--- config.mk ---
export PLATFORM = sky130hd
export DESIGN_NAME = nbi_host
export DESIGN_NICKNAME = d
export VERILOG_FILES = /design/src/common/nbi_pkg.sv /design/src/core/nbi_strobe.sv /design/src/core/nbi_host.sv
export SDC_FILE = /design/constraint.sdc
export NUM_CORES = 1
export LEC_CHECK = 0
export BUFFER_PORTS_ARGS = -buffer_cell sky130_fd_sc_hd__buf_2
export CAP_MARGIN = 20
export CORE_MARGIN = 1.5
export CORE_UTILIZATION = 30
export DETAILED_ROUTE_END_ITERATION = 10
export GPL_ROUTABILITY_DRIVEN = 0
export PLACE_DENSITY = 0.44
export SLEW_MARGIN = 20
export SYNTH_ARGS = -nofsm -noshare
export SYNTH_HDL_FRONTEND = slang
export SYNTH_SLANG_ARGS = --single-unit
--- constraint.sdc ---
create_clock -name clk -period 6.6 [get_ports clk]
set_input_delay 0.33 -clock clk [delete_from_list [all_inputs] [get_ports clk]]
set_output_delay 0.33 -clock clk [all_outputs]
set_load 0.02 [all_outputs]
--- src/common/nbi_pkg.sv ---
// Package of constants and types for the NAND asynchronous bus host controller
package nbi_pkg;
	localparam int CLK_MHZ = 250;
	localparam int READ_CYCLE_TIME_NS = 30;
	localparam int STROBE_LOW_CYC = (READ_CYCLE_TIME_NS * CLK_MHZ / 1000 + 1) / 2;
	localparam int STROBE_HIGH_CYC = STROBE_LOW_CYC;
	localparam int POWER_WAIT_US = 100;
	localparam int POWER_WAIT_CYC = POWER_WAIT_US * CLK_MHZ;
	localparam int WRITE_PROTECT_SETTLE_TIME_NS = 100;
	localparam int WP_SETTLE_CYC = (WRITE_PROTECT_SETTLE_TIME_NS * CLK_MHZ + 999) / 1000;
	localparam int RESET_BUSY_US = 1000;
	localparam int RESET_BUSY_CYC = RESET_BUSY_US * CLK_MHZ;
	localparam int TIMER_W = 20;
	localparam logic [7:0] CMD_RESET = 8'hFF;
	localparam logic [7:0] CMD_READ_STATUS = 8'h70;
	localparam logic [7:0] CMD_READ_STATUS_ENH = 8'h78;
	localparam logic [7:0] CMD_READ_MODE = 8'h00;
	localparam int ADDR_CYCLES = 5;
	localparam int CA12_BIT = 4;
	localparam logic [7:0] ADDR2_MASK = 8'h1F;
	localparam logic [7:0] ADDR5_MASK = 8'h01;
	localparam logic [3:0] CA_HIGH_MASK = 4'hF;
	typedef enum logic [1:0] {NBI_OP_CMD, NBI_OP_ADDR, NBI_OP_WRITE, NBI_OP_READ} nbi_op_t;
	typedef struct packed {
		nbi_op_t op;
		logic [7:0] data;
	} nbi_req_t;
	typedef struct packed {
		logic ce_n;
		logic cle;
		logic ale;
		logic write_strobe_n;
		logic read_strobe_n;
	} nbi_ctl_t;
endpackage : nbi_pkg

--- src/core/nbi_strobe.sv ---
// Strobe timer: counts one low and one high phase of a bus strobe
`timescale 1ns/1ps
`default_nettype none
module nbi_strobe
	import nbi_pkg::*;
(
	input wire logic clk,
	input wire logic reset_n,
	input wire logic clk_en,
	input wire logic start,
	output logic low_phase,
	output logic sample,
	output logic done
);
	typedef enum logic [1:0] {NBI_S_IDLE, NBI_S_LOW, NBI_S_HIGH} nbi_sph_t;
	nbi_sph_t phase;
	nbi_sph_t next_phase;
	logic [3:0] cnt;
	logic [3:0] next_cnt;
	always_comb
	begin
		next_phase = phase;
		next_cnt = cnt;
		case (phase)
			NBI_S_IDLE:
			begin
				if (start)
				begin
					next_phase = NBI_S_LOW;
					next_cnt = 4'(STROBE_LOW_CYC - 1);
				end
			end
			NBI_S_LOW:
			begin
				if (cnt == 4'h0)
				begin
					next_phase = NBI_S_HIGH;
					next_cnt = 4'(STROBE_HIGH_CYC - 1);
				end
				else
					next_cnt = cnt - 4'h1;
			end
			NBI_S_HIGH:
			begin
				if (cnt == 4'h0)
					next_phase = NBI_S_IDLE;
				else
					next_cnt = cnt - 4'h1;
			end
			default:
				next_phase = NBI_S_IDLE;
		endcase
	end
	always_ff @(posedge clk)
	begin
		if (!reset_n)
		begin
			phase <= NBI_S_IDLE;
			cnt <= 4'h0;
		end
		else if (clk_en)
		begin
			phase <= next_phase;
			cnt <= next_cnt;
		end
	end
	assign low_phase = (phase == NBI_S_LOW);
	// Last low cycle: the 32ns cycle (4 low, 4 high) lets data be taken at the rising edge
	assign sample = (phase == NBI_S_LOW) && (cnt == 4'h0);
	assign done = (phase == NBI_S_HIGH) && (cnt == 4'h0);
endmodule : nbi_strobe
`default_nettype wire

--- src/core/nbi_host.sv ---
// Host controller for the NAND asynchronous multiplexed bus
`timescale 1ns/1ps
`default_nettype none
module nbi_host
	import nbi_pkg::*;
#(
	parameter int POWER_WAIT = POWER_WAIT_CYC,
	parameter int RESET_TIMEOUT = RESET_BUSY_CYC
)
(
	input wire logic clk,
	input wire logic reset_n,
	input wire logic clk_en,
	input wire logic req_valid,
	output logic req_ready,
	input wire nbi_req_t req,
	output logic rsp_valid,
	output logic [7:0] rsp_data,
	input wire logic write_protect_req,
	output logic init_done,
	output nbi_ctl_t bus_ctl,
	output logic write_protect_n,
	output logic [7:0] io_out,
	output logic io_oe,
	input wire logic [7:0] io_in,
	input wire logic ready_busy_n
);
	////////////////////////////////////////////////////////////////
	typedef enum logic [2:0] {NBI_PWR, NBI_RST_CMD, NBI_RST_WAIT, NBI_IDLE,
		NBI_XFER, NBI_WP_SETTLE} nbi_st_t;
	nbi_st_t st;
	nbi_st_t next_st;
	logic [TIMER_W-1:0] timer;
	logic [TIMER_W-1:0] next_timer;
	nbi_req_t cur;
	nbi_req_t next_cur;
	logic [2:0] addr_idx;
	logic [2:0] next_addr_idx;
	logic ca12;
	logic next_ca12;
	logic wp;
	logic next_wp;
	logic [7:0] rdata;
	logic [7:0] next_rdata;
	logic rvalid;
	logic next_rvalid;
	logic strobe_start;
	logic low_phase;
	logic sample;
	logic done;
	nbi_strobe u_strobe (
		.clk(clk),
		.reset_n(reset_n),
		.clk_en(clk_en),
		.start(strobe_start),
		.low_phase(low_phase),
		.sample(sample),
		.done(done)
	);
	// Zero bits outside the address space for the current cycle
	function automatic logic [7:0] addr_clean(input logic [2:0] idx, input logic c12,
		input logic [7:0] b);
		logic [7:0] v;
		v = b;
		if (idx == 3'd1)
		begin
			v = b & ADDR2_MASK;
			if (v[CA12_BIT])
				v[3:0] = v[3:0] & ~CA_HIGH_MASK;
		end
		else if (idx >= 3'(ADDR_CYCLES - 1))
			v = b & ADDR5_MASK;
		return v;
	endfunction : addr_clean
	////////////////////////////////////////////////////////////////
	always_comb
	begin
		next_st = st;
		next_timer = timer;
		next_cur = cur;
		next_addr_idx = addr_idx;
		next_ca12 = ca12;
		next_wp = wp;
		next_rdata = rdata;
		next_rvalid = 1'b0;
		strobe_start = 1'b0;
		case (st)
			NBI_PWR:
			begin
				// Both waits are needed; ready/busy is only checked after the timer expires
				if (timer != '0)
					next_timer = timer - 1'b1;
				else if (ready_busy_n)
				begin
					next_st = NBI_RST_CMD;
					next_cur.op = NBI_OP_CMD;
					next_cur.data = CMD_RESET;
					strobe_start = 1'b1;
				end
			end
			NBI_RST_CMD:
			begin
				if (done)
				begin
					next_st = NBI_RST_WAIT;
					next_timer = TIMER_W'(RESET_TIMEOUT);
				end
			end
			NBI_RST_WAIT:
			begin
				// Busy for up to 1ms after reset; ready/busy ends it early
				if (timer != '0)
					next_timer = timer - 1'b1;
				if (timer == '0 || (timer < TIMER_W'(RESET_TIMEOUT - 4) && ready_busy_n))
					next_st = NBI_IDLE;
			end
			NBI_IDLE:
			begin
				if (write_protect_req != wp && ready_busy_n)
				begin
					next_wp = write_protect_req;
					next_st = NBI_WP_SETTLE;
					next_timer = TIMER_W'(WP_SETTLE_CYC);
				end
				else if (req_valid)
				begin
					next_cur = req;
					if (req.op == NBI_OP_CMD)
					begin
						next_addr_idx = 3'd0;
						next_ca12 = 1'b0;
					end
					if (req.op == NBI_OP_ADDR)
					begin
						next_cur.data = addr_clean(addr_idx, ca12, req.data);
						if (addr_idx == 3'd1)
							next_ca12 = req.data[CA12_BIT];
						// Count one past the last cycle so the fifth transfer stays recognisable
						if (addr_idx != 3'(ADDR_CYCLES))
							next_addr_idx = addr_idx + 3'd1;
					end
					next_st = NBI_XFER;
					strobe_start = 1'b1;
				end
			end
			NBI_XFER:
			begin
				if (sample && cur.op == NBI_OP_READ)
				begin
					next_rdata = io_in;
					next_rvalid = 1'b1;
				end
				if (done)
					next_st = NBI_IDLE;
			end
			NBI_WP_SETTLE:
			begin
				if (timer != '0)
					next_timer = timer - 1'b1;
				else
					next_st = NBI_IDLE;
			end
			default:
				next_st = NBI_PWR;
		endcase
	end
	always_ff @(posedge clk)
	begin
		if (!reset_n)
		begin
			st <= NBI_PWR;
			timer <= TIMER_W'(POWER_WAIT);
			cur <= '0;
			addr_idx <= 3'd0;
			ca12 <= 1'b0;
			wp <= 1'b0;
			rdata <= 8'h00;
			rvalid <= 1'b0;
		end
		else if (clk_en)
		begin
			st <= next_st;
			timer <= next_timer;
			cur <= next_cur;
			addr_idx <= next_addr_idx;
			ca12 <= next_ca12;
			wp <= next_wp;
			rdata <= next_rdata;
			rvalid <= next_rvalid;
		end
	end
	////////////////////////////////////////////////////////////////
	logic active;
	assign active = (st == NBI_XFER) || (st == NBI_RST_CMD);
	assign req_ready = (st == NBI_IDLE) && (write_protect_req == wp || !ready_busy_n);
	assign rsp_valid = rvalid;
	assign rsp_data = rdata;
	assign init_done = (st == NBI_IDLE) || (st == NBI_XFER) || (st == NBI_WP_SETTLE);
	// Write protect line is driven in every state, selected or not
	assign write_protect_n = wp;
	// Deselect between transfers lets the target fall to standby
	assign bus_ctl.ce_n = !active;
	assign bus_ctl.cle = active && cur.op == NBI_OP_CMD;
	assign bus_ctl.ale = active && cur.op == NBI_OP_ADDR;
	assign bus_ctl.write_strobe_n = !(active && low_phase && cur.op != NBI_OP_READ);
	assign bus_ctl.read_strobe_n = !(active && low_phase && cur.op == NBI_OP_READ);
	// Drive the bus only for host writes; the device drives during reads
	assign io_oe = active && cur.op != NBI_OP_READ;
	assign io_out = cur.data;
endmodule : nbi_host
`default_nettype wire

* Word-level counts from Yosys, hierarchy flattened
Index checks and enable logic that the tools add are counted.
** Storage, ports and cells
- Output and inout port bits :: 26
- Input bits :: 24
- Logic and storage cells :: 126
- Register bits after elaboration :: 52
** Cells by class
- Order comparisons :: 2
- Reductions and logical operators :: 40
- Muxes and demuxes :: 40
- Bitwise logic cells :: 1
- Add/sub/neg operators :: 3
- Equal/unequal tests :: 30
** Operator list (number)
- $mux W20 :: 3
- $pmux W20 S3 :: 1
- $mux W10 :: 4
- $mux W3 :: 11
- $mux W8 :: 3
- $ne A2 B2 Y1 const B :: 12
- $logic_not A20 Y1 :: 1
- $lt A20 B18 Y1 const B :: 1
- $pmux W10 S2 :: 1
- $reduce_bool A20 Y1 :: 1
- $sub A20 B1 Y20 const B :: 1
- $pmux W3 S6 :: 1
- $mux W4 :: 4
- $logic_and A1 B1 Y1 :: 12
- $pmux W4 S3 :: 1
- $reduce_and A4 Y1 :: 3
- $reduce_and A8 Y1 :: 1
- $eq A2 B1 Y1 const B :: 3
- $eq A3 B1 Y1 const B :: 2
- $eq A3 B2 Y1 const B :: 2
- $eq A3 B3 Y1 const B :: 2
- $logic_not A2 Y1 :: 3
- $mux W1 :: 6
- $mux W2 :: 3
- 21 further kinds :: 34

* Logic depth before layout (Yosys ltp)
Gate-level depths: netlist of run 1.
- Depth after elaboration :: 7
- Depth in mapped cells :: 11

* Hierarchy
A second synthesis of run 1 with hierarchy kept.
** Unflattened totals
- Cell total of the unflattened synthesis :: 391
- Area, all modules :: 3258.1 um^2
** By module, submodules not included
- nbi_host :: sequential area each 920.9 um^2, area an instance 2824.0 um^2, instances 1, cells each 341
- nbi_strobe :: sequential area each 120.1 um^2, area an instance 434.2 um^2, instances 1, cells each 50

* Worst setup path after synthesis of run 1
OpenSTA, ideal clock, no wires.
- Path kind :: reg-to-reg
- Start point :: reg st[2]
- End point :: reg timer[18]
- Library setup time :: 0.072 ns
- Cell stages (with the launch flop) :: 10
- Slack :: 4.479 ns
- Arrival time :: 2.049 ns
- Data required time :: 6.528 ns
- Cells stage by stage :: dfxtp_1 > buf_6 > or3b_1 > o221a_1 > o21a_1 > buf_6 > or2_0 > clkbuf_2 > or4_1 > a21oi_1
** On the way
- Longest elaborated chain between the ends :: 4
- Elaborated cells between the ends (all ways) :: 12
- Those cells by class :: eq/ne: 7; mux: 1; reduce/logical: 4
** Ends and longest elaborated chain
- start: declaration :: RTL line nbi_host.sv:31 : nbi_st_t st;
- start signal: assignment :: RTL line nbi_host.sv:182 : st <= next_st;
- $eq A3 B3 Y1, or another cell as far along :: RTL line nbi_host.sv:87 : case (st)
- $reduce_or A3 Y1 (no line)
- $ne A2 B1 Y1 (no line) / $reduce_bool A3 Y1 (equally long branches)
- $reduce_and A5 Y1 (no line)
- end signal: assignment :: RTL line nbi_host.sv:172 : timer <= TIMER_W'(POWER_WAIT);
- end signal: assignment :: RTL line nbi_host.sv:183 : timer <= next_timer;
- end: declaration :: RTL line nbi_host.sv:33 : logic [TIMER_W-1:0] timer;
Several ways; a longest one is shown, not always the timed one.
A chain may end at the register's enable or synchronous reset.

* Final worst setup path of run 1
- Start point :: reg timer[12]
- End point :: reg timer[4]
** On the way
- Longest elaborated chain between the ends :: 3
** Ends and longest elaborated chain (RTL line)
- $reduce_bool A20 Y1 :: nbi_host.sv:91, nbi_host.sv:112, nbi_host.sv:158
- $ne A2 B1 Y1 (no line)
- $reduce_and A5 Y1 (no line)
No other way between the ends.

==> impl_metrics.csv, run 1 <==
group,metric,value,unit
setup_path,required,6810,ps
final_layout,n_antenna_cell,0,
sta,tightest_slew,955,ps
global_route,grt_overflow,0,
final_layout,final_cell_area,3360,um2
routing,vias,2747,
final_layout,post-route-util,34.7,%
logic_synthesis,synthTopCellsByArea,"dfxtp_1 35%, nor2_1 5.5%, a21oi_1 4.4%",
sta,drv_slew,0,
final_layout,nets,428,
placed_design,dpl.hpwl,5.65,mm
routing,highest_layer,"met4",
cts,root_buffer,"clkbuf_8",
final_layout,regArea,1040,um2
cts,clkLatencyLatePin,310,ps
cts,ctsLongestPathBuffers,2,
logic_synthesis,synthCells,364,
final_layout,fill_cells,1051,
setup_path,arrival,3260,ps
power_and_ir_drop,power_frac_clock,35.4,%
logic_synthesis,ys_seq_area_share,35.2,%
logic_synthesis,synthMostInstantiatedCell,"dfxtp_1",
routing,dr.pass1.iters,4,
global_route,grt_pass1_wl,13.0,mm
min_path,hold_path_class,"input pin to register",
logic_synthesis,syn_area,2960,um2
routing,route.met2.wl,3.37,mm
cts,hold_buffers,0,
cts,cts_buffers,5,
run,cap_violations,0,
global_route,grt_max_degree,21,
floorplanning,coreArea,9680,um2
cts,clk_pin_slew,100,ps
power_and_ir_drop,switching_share,28.2,%
setup_path,path_class,"register to register",
sta,max_freq,327,MHz
cts,cts_tree,"done",
floorplanning,die_area,10500,um2
floorplanning,initial_utilization,30.6,%
logic_synthesis,synthTopCellsByCount,"52 x dfxtp_1, 43 x nor2_1, 26 x a21oi_1, 19 x o21ai_0, 17 x nand2_1",
routing,antenna_left,0,
sta,clock_skew,7.97,ps
logic_synthesis,yosysWarnings,0,
setup_path,start_kind,"register",
power_and_ir_drop,power_frac_comb,15.6,%
routing,drt_iter0_drc,147,
final_layout,multi_input_comb_area,1690,um2
power_and_ir_drop,power,0.696,mW
routing,avgViaCountPerCell,5.19,
cts,post_cts_buffers,0,
power_and_ir_drop,ir_worst_vdd,0.0762,mV
power_and_ir_drop,leakage,1.25,nW
placed_design,place_area,3230,um2
logic_synthesis,syn_nets,397,
cts,cts_resized,0,
global_route,grtUsageTotal,15.8,%
sta,hold_viol,0,
placed_design,portBuffers,49,
routing,met1Wirelength,4.00,mm
power_and_ir_drop,powerDensity,207,nW/um2
logic_synthesis,ys.flop_type,"dfxtp_1",
global_route,antenna_found_initial,0,
setup_path,slowest_delay,780,ps
sta,rsz0062_at_grt,"false",
power_and_ir_drop,p_int,0.500,mW
sta,holdWs,252,ps
floorplanning,fp.dieW,102,um
setup_path,path_cells,"nor4_1, nand3_2, nor3_4, or2_0, a21oi_1, o221a_2",
routing,wire_per_inst,14.8,um
floorplanning,die_h,102,um
sta,fin_crit_sh,46.3,%
setup_path,regToRegSetupSlack,3550,ps
floorplanning,fp-row-count,36,
logic_synthesis,synth_edf_count,0,
sta,post-route-min-period,3050,ps
final_layout,drive_gt1_share,17.9,%
sta,maxSlewHeadroom,36.3,%
power_and_ir_drop,power_frac_seq,49.0,%
final_layout,areaGrowthSynthToFinish,13.5,%
setup_path,worst_path_max_delay_cell,"or2_0",
global_route,grt_pass1_vias,2539,
logic_synthesis,yosysTopAreaCell,"dfxtp_1",
logic_synthesis,yosysUniqueCellTypes,64,
status,status,"finished, final reports clean",
sta,setup_viol,0,
power_and_ir_drop,switchingPower,0.197,mW
cts,htree_levels,2,
logic_synthesis,synth-seq-cells,52,
routing,drc,0,
logic_synthesis,synth.avg_cell_area,8.13,um2
floorplanning,io_pins,50,
routing,wl_met3,392,um
sta,fin_setup_tns,0,ps
setup_path,setup.worst_path.end_class,"register",
setup_path,worst-path-max-fanout,16,
logic_synthesis,async_flop_share,0,%
cts,numClockSinks,52,
routing,routed_wl,7.83,mm
logic_synthesis,synth_top_area_share,35.2,%
-- sequential cells by signal, summed over array words and instances, names as in the netlist, 2 cells and up --
signal	cells
addr_idx	3
cur	2
io_out	8
rsp_data	8
st	3
timer	20
u_strobe.cnt	4
u_strobe.phase	2
-- power by group through the flow --
| stage | clock network, mW | registers (mW) | logic [mW] |
|---|---|---|---|
| 2_1_floorplan | 0 | 0.339 | 0.0858 |
| 3_3_place_gp | 0 | 0.347 | 0.109 |
| 3_5_place_dp | 0 | 0.347 | 0.110 |
| 4_1_cts | 0.256 | 0.340 | 0.110 |
| 5_1_grt | 0.265 | 0.343 | 0.123 |
| 6_report | 0.247 | 0.341 | 0.109 |
-- final cells by class --
type	count	area share [%]
clock buffer	7	2.87
clock inverter	1	0.894
inverter	17	1.90
multi-input combinational	267	50.4
sequential	52	31.0
tap	133	4.96
timing repair buffer	52	7.97
-- logic make-up (layout without fill, tap and decap cells) --
family          Yosys count  count (layout)  synth area share, %
compound gates          101             101                 22.5
xor+xnor                  8               8                 2.37
fa+ha+maj                 9               9                 3.81
buf+inv                  45              77                 7.61
flops                    52              52                 35.2
mux                      10              10                 3.38
simple gates            139             139                 25.2
-- path summary, 6_finish.rpt --
path                                 from           to  depth (start not counted)
worst min-delay path             io_in[5]  rsp_data[5]                          3
worst max register to register  timer[12]     timer[4]                          6
worst min register to register  io_out[0]    io_out[0]                          2
worst max-delay path            timer[12]     timer[4]                          6
-- routing by layer --
layer	global-route usage, %	vias to the layer above
li1	-	1379
met1	23.1	1286
met2	23.8	76
met3	2.46	6
met4	4.64	0
met5	0	-
-- critical path: cells and delay by family (launching register included) --
kind            cells  cell delay, ps
compound gates      2             420
flops               1             370
simple gates        4            2160
-- per-stage QoR --
stage | setup WS [ps] | std cells
6_report | 3550 | 529
5_1_grt | 3400 | 529
4_1_cts | 3590 | 529
3_5_place_dp | 3630 | 521
3_3_place_gp | 3780 | 521
2_1_floorplan | 4480 | 364
-- cell usage in the layout, fill, tap and decap left out, drive strengths merged, types with 3 or more instances in the layout --
| cell type | instances |
|---|---|
| nor3b | 4 |
| nand2b | 4 |
| o311ai | 3 |
| or3 | 4 |
| a211oi | 13 |
| nand3 | 15 |
| and2 | 6 |
| a21oi | 26 |
| nor4 | 7 |
| nor3 | 14 |
| inv | 16 |
| a221oi | 3 |
| nor4b | 4 |
| nand4 | 4 |
| o21ai | 26 |
| mux2i | 10 |
| xnor2 | 6 |
| dfxtp | 52 |
| clkbuf | 7 |
| o211ai | 4 |
| nor2b | 3 |
| buf | 52 |
| nand2 | 17 |
| nor2 | 44 |
| or2 | 3 |
| o31ai | 9 |
| ha | 9 |
(Power assumes the default switching activity.)
==> run 2, diff against run 1 <==
- PLACE_DENSITY: 0.44 -> 0.46
- clock period: 6.6 -> 2.6 ns (I/O delays scaled with it)
==> run 2 against run 1 <==
  * Sequential cell count unchanged
  * Via count up 0.55%
  * Combinational power rose to 2.8 times the previous value
  * Routed wire length about the same
  * Worst setup slack worse by 3300 ps
  * Register-to-register slack worse by 3300 ps
==> impl_metrics.csv, run 2 (synthesized netlist as in run 1, its figures left out) <==
group,metric,value,unit
final_layout,nets,445,
setup_path,crit_path_start,"u_strobe.phase[0]",
final_layout,layout_common_cells,"52 x dfxtp_1, 49 x buf_2, 43 x nor2_1",
cts,htree_levels,2,
cts,clk_pin_slew,110,ps
global_route,grt_overflow,0,
floorplanning,fp.dieW,102,um
setup_path,worst-path-max-fanout,9,
final_layout,final_common_cell,"dfxtp_1",
power_and_ir_drop,leakage,1.31,nW
setup_path,r2r-start,"u_strobe.phase[0]",
cts,hold_buffers,0,
final_layout,regMostFlops,"timer",
routing,antenna_left,0,
sta,fin_crit_sh,89.3,%
sta,setup_viol,0,
cts,cts_tree,"done",
routing,dr.pass1.iters,4,
setup_path,path_cells,"inv_1, ha_1, nand4bb_1, o221a_1, o21a_1, or2_0, buf_4, o21ai_0, o311ai_0",
setup_path,start_kind,"register",
routing,vias,2762,
cts,numClockSinks,52,
final_layout,n_antenna_cell,0,
sta,clock_skew,12.3,ps
setup_path,path_class,"register to register",
routing,drt_iter0_drc,142,
floorplanning,fp-row-count,36,
power_and_ir_drop,ir_worst_vdd,0.183,mV
power_and_ir_drop,powerDensity,476,nW/um2
cts,root_buffer,"clkbuf_8",
setup_path,worst_path_max_delay_cell,"or2_0",
setup_path,arrival,2500,ps
sta,rsz0062_at_grt,"false",
routing,routed_wl,7.83,mm
final_layout,areaGrowthSynthToFinish,16.5,%
cts,clkLatencyLatePin,320,ps
setup_path,setup.worst_path.end_class,"register",
min_path,min_from,"io_in[6]",
cts,ctsLongestPathBuffers,2,
sta,post-route-min-period,2320,ps
floorplanning,io_pins,50,
setup_path,slowest_delay,390,ps
global_route,grtUsageTotal,15.5,%
routing,avgViaCountPerCell,5.06,
floorplanning,initial_utilization,30.6,%
global_route,grt_pass1_wl,12.8,mm
routing,drc,0,
placed_design,dpl.hpwl,5.86,mm
sta,tightest_slew,537,ps
global_route,antenna_found_initial,0,
run,cap_violations,0,
status,status,"finished, final reports clean",
cts,cts_resized,0,
sta,maxSlewHeadroom,63.2,%
sta,fin_setup_tns,0,ps
floorplanning,die_h,102,um
sta,hold_viol,0,
floorplanning,die_area,10500,um2
sta,max_freq,431,MHz
final_layout,drive_gt1_share,21.1,%
global_route,grt_pass1_vias,2606,
routing,wire_per_inst,14.3,um
final_layout,largest_reg_flops,20,
min_path,hold_path_class,"input pin to register",
global_route,grt_max_degree,21,
setup_path,required,2780,ps
floorplanning,coreArea,9680,um2
cts,cts_buffers,5,
cts,post_cts_buffers,0,
final_layout,fill_cells,1032,
sta,holdWs,39.8,ps
sta,drv_slew,0,
setup_path,path_delay_family,"compound AO/OA/AOI/OAI gates",
placed_design,portBuffers,49,
setup_path,path_buf_inv,2,
[run 2: final timing paths]
| path | endpoint | slack (ps) | depth (start not counted) |
|---|---|---|---|
| worst max register to register | timer[13] | 280 | 9 |
| worst min-delay path | rsp_data[6] | 40 | 3 |
| worst max-delay path | timer[13] | 280 | 9 |
| worst min register to register | io_out[1] | 500 | 2 |
[run 2: layout make-up]
type / instances / area [um2] / area share, %
multi-input cells: 267 / 1690 / 49.1
flip-flops and latches: 52 / 1040 / 30.2
repair buffers: 69 / 395 / 11.5
well taps: 133 / 166 / 4.83
clock buffers: 6 / 72.6 / 2.10
inverters: 17 / 63.8 / 1.85
clock inverters: 2 / 16.3 / 0.472
[run 2: power breakdown]
part           total (mW)  switching [mW]  internal [mW]
sequential          0.861          0.0378          0.823
combinational       0.301           0.178          0.124
clock               0.480           0.288          0.192
[run 2: routing by layer]
layer	share of wire [%]	GRT usage, %	up-vias
met5	0	0	-
li1	-	-	1415
met4	0.82	4.32	0
met3	5.0	3.01	5
met2	44	24.1	79
met1	50	21.8	1263
[run 2: worst min-delay path: cells and delay by family]
family | cells | cell delay (ps)
buffers and inverters | 1 | 70
and+or+nand+nor | 1 | 70
muxes | 1 | 50
[run 2: through the flow]
stage               util, %  std cells  total power [mW]  setup WS [ps]  instance area [um2]
floorplan                 -        364              1.08            479                 2960
global placement       34.7        538              1.18            316                 3360
detailed placement     34.7        538              1.18            284                 3360
CTS                    35.6        546              1.67            274                 3450
global route           35.6        546              1.74           42.9                 3450
finish                 35.6        546              1.64            279                 3450
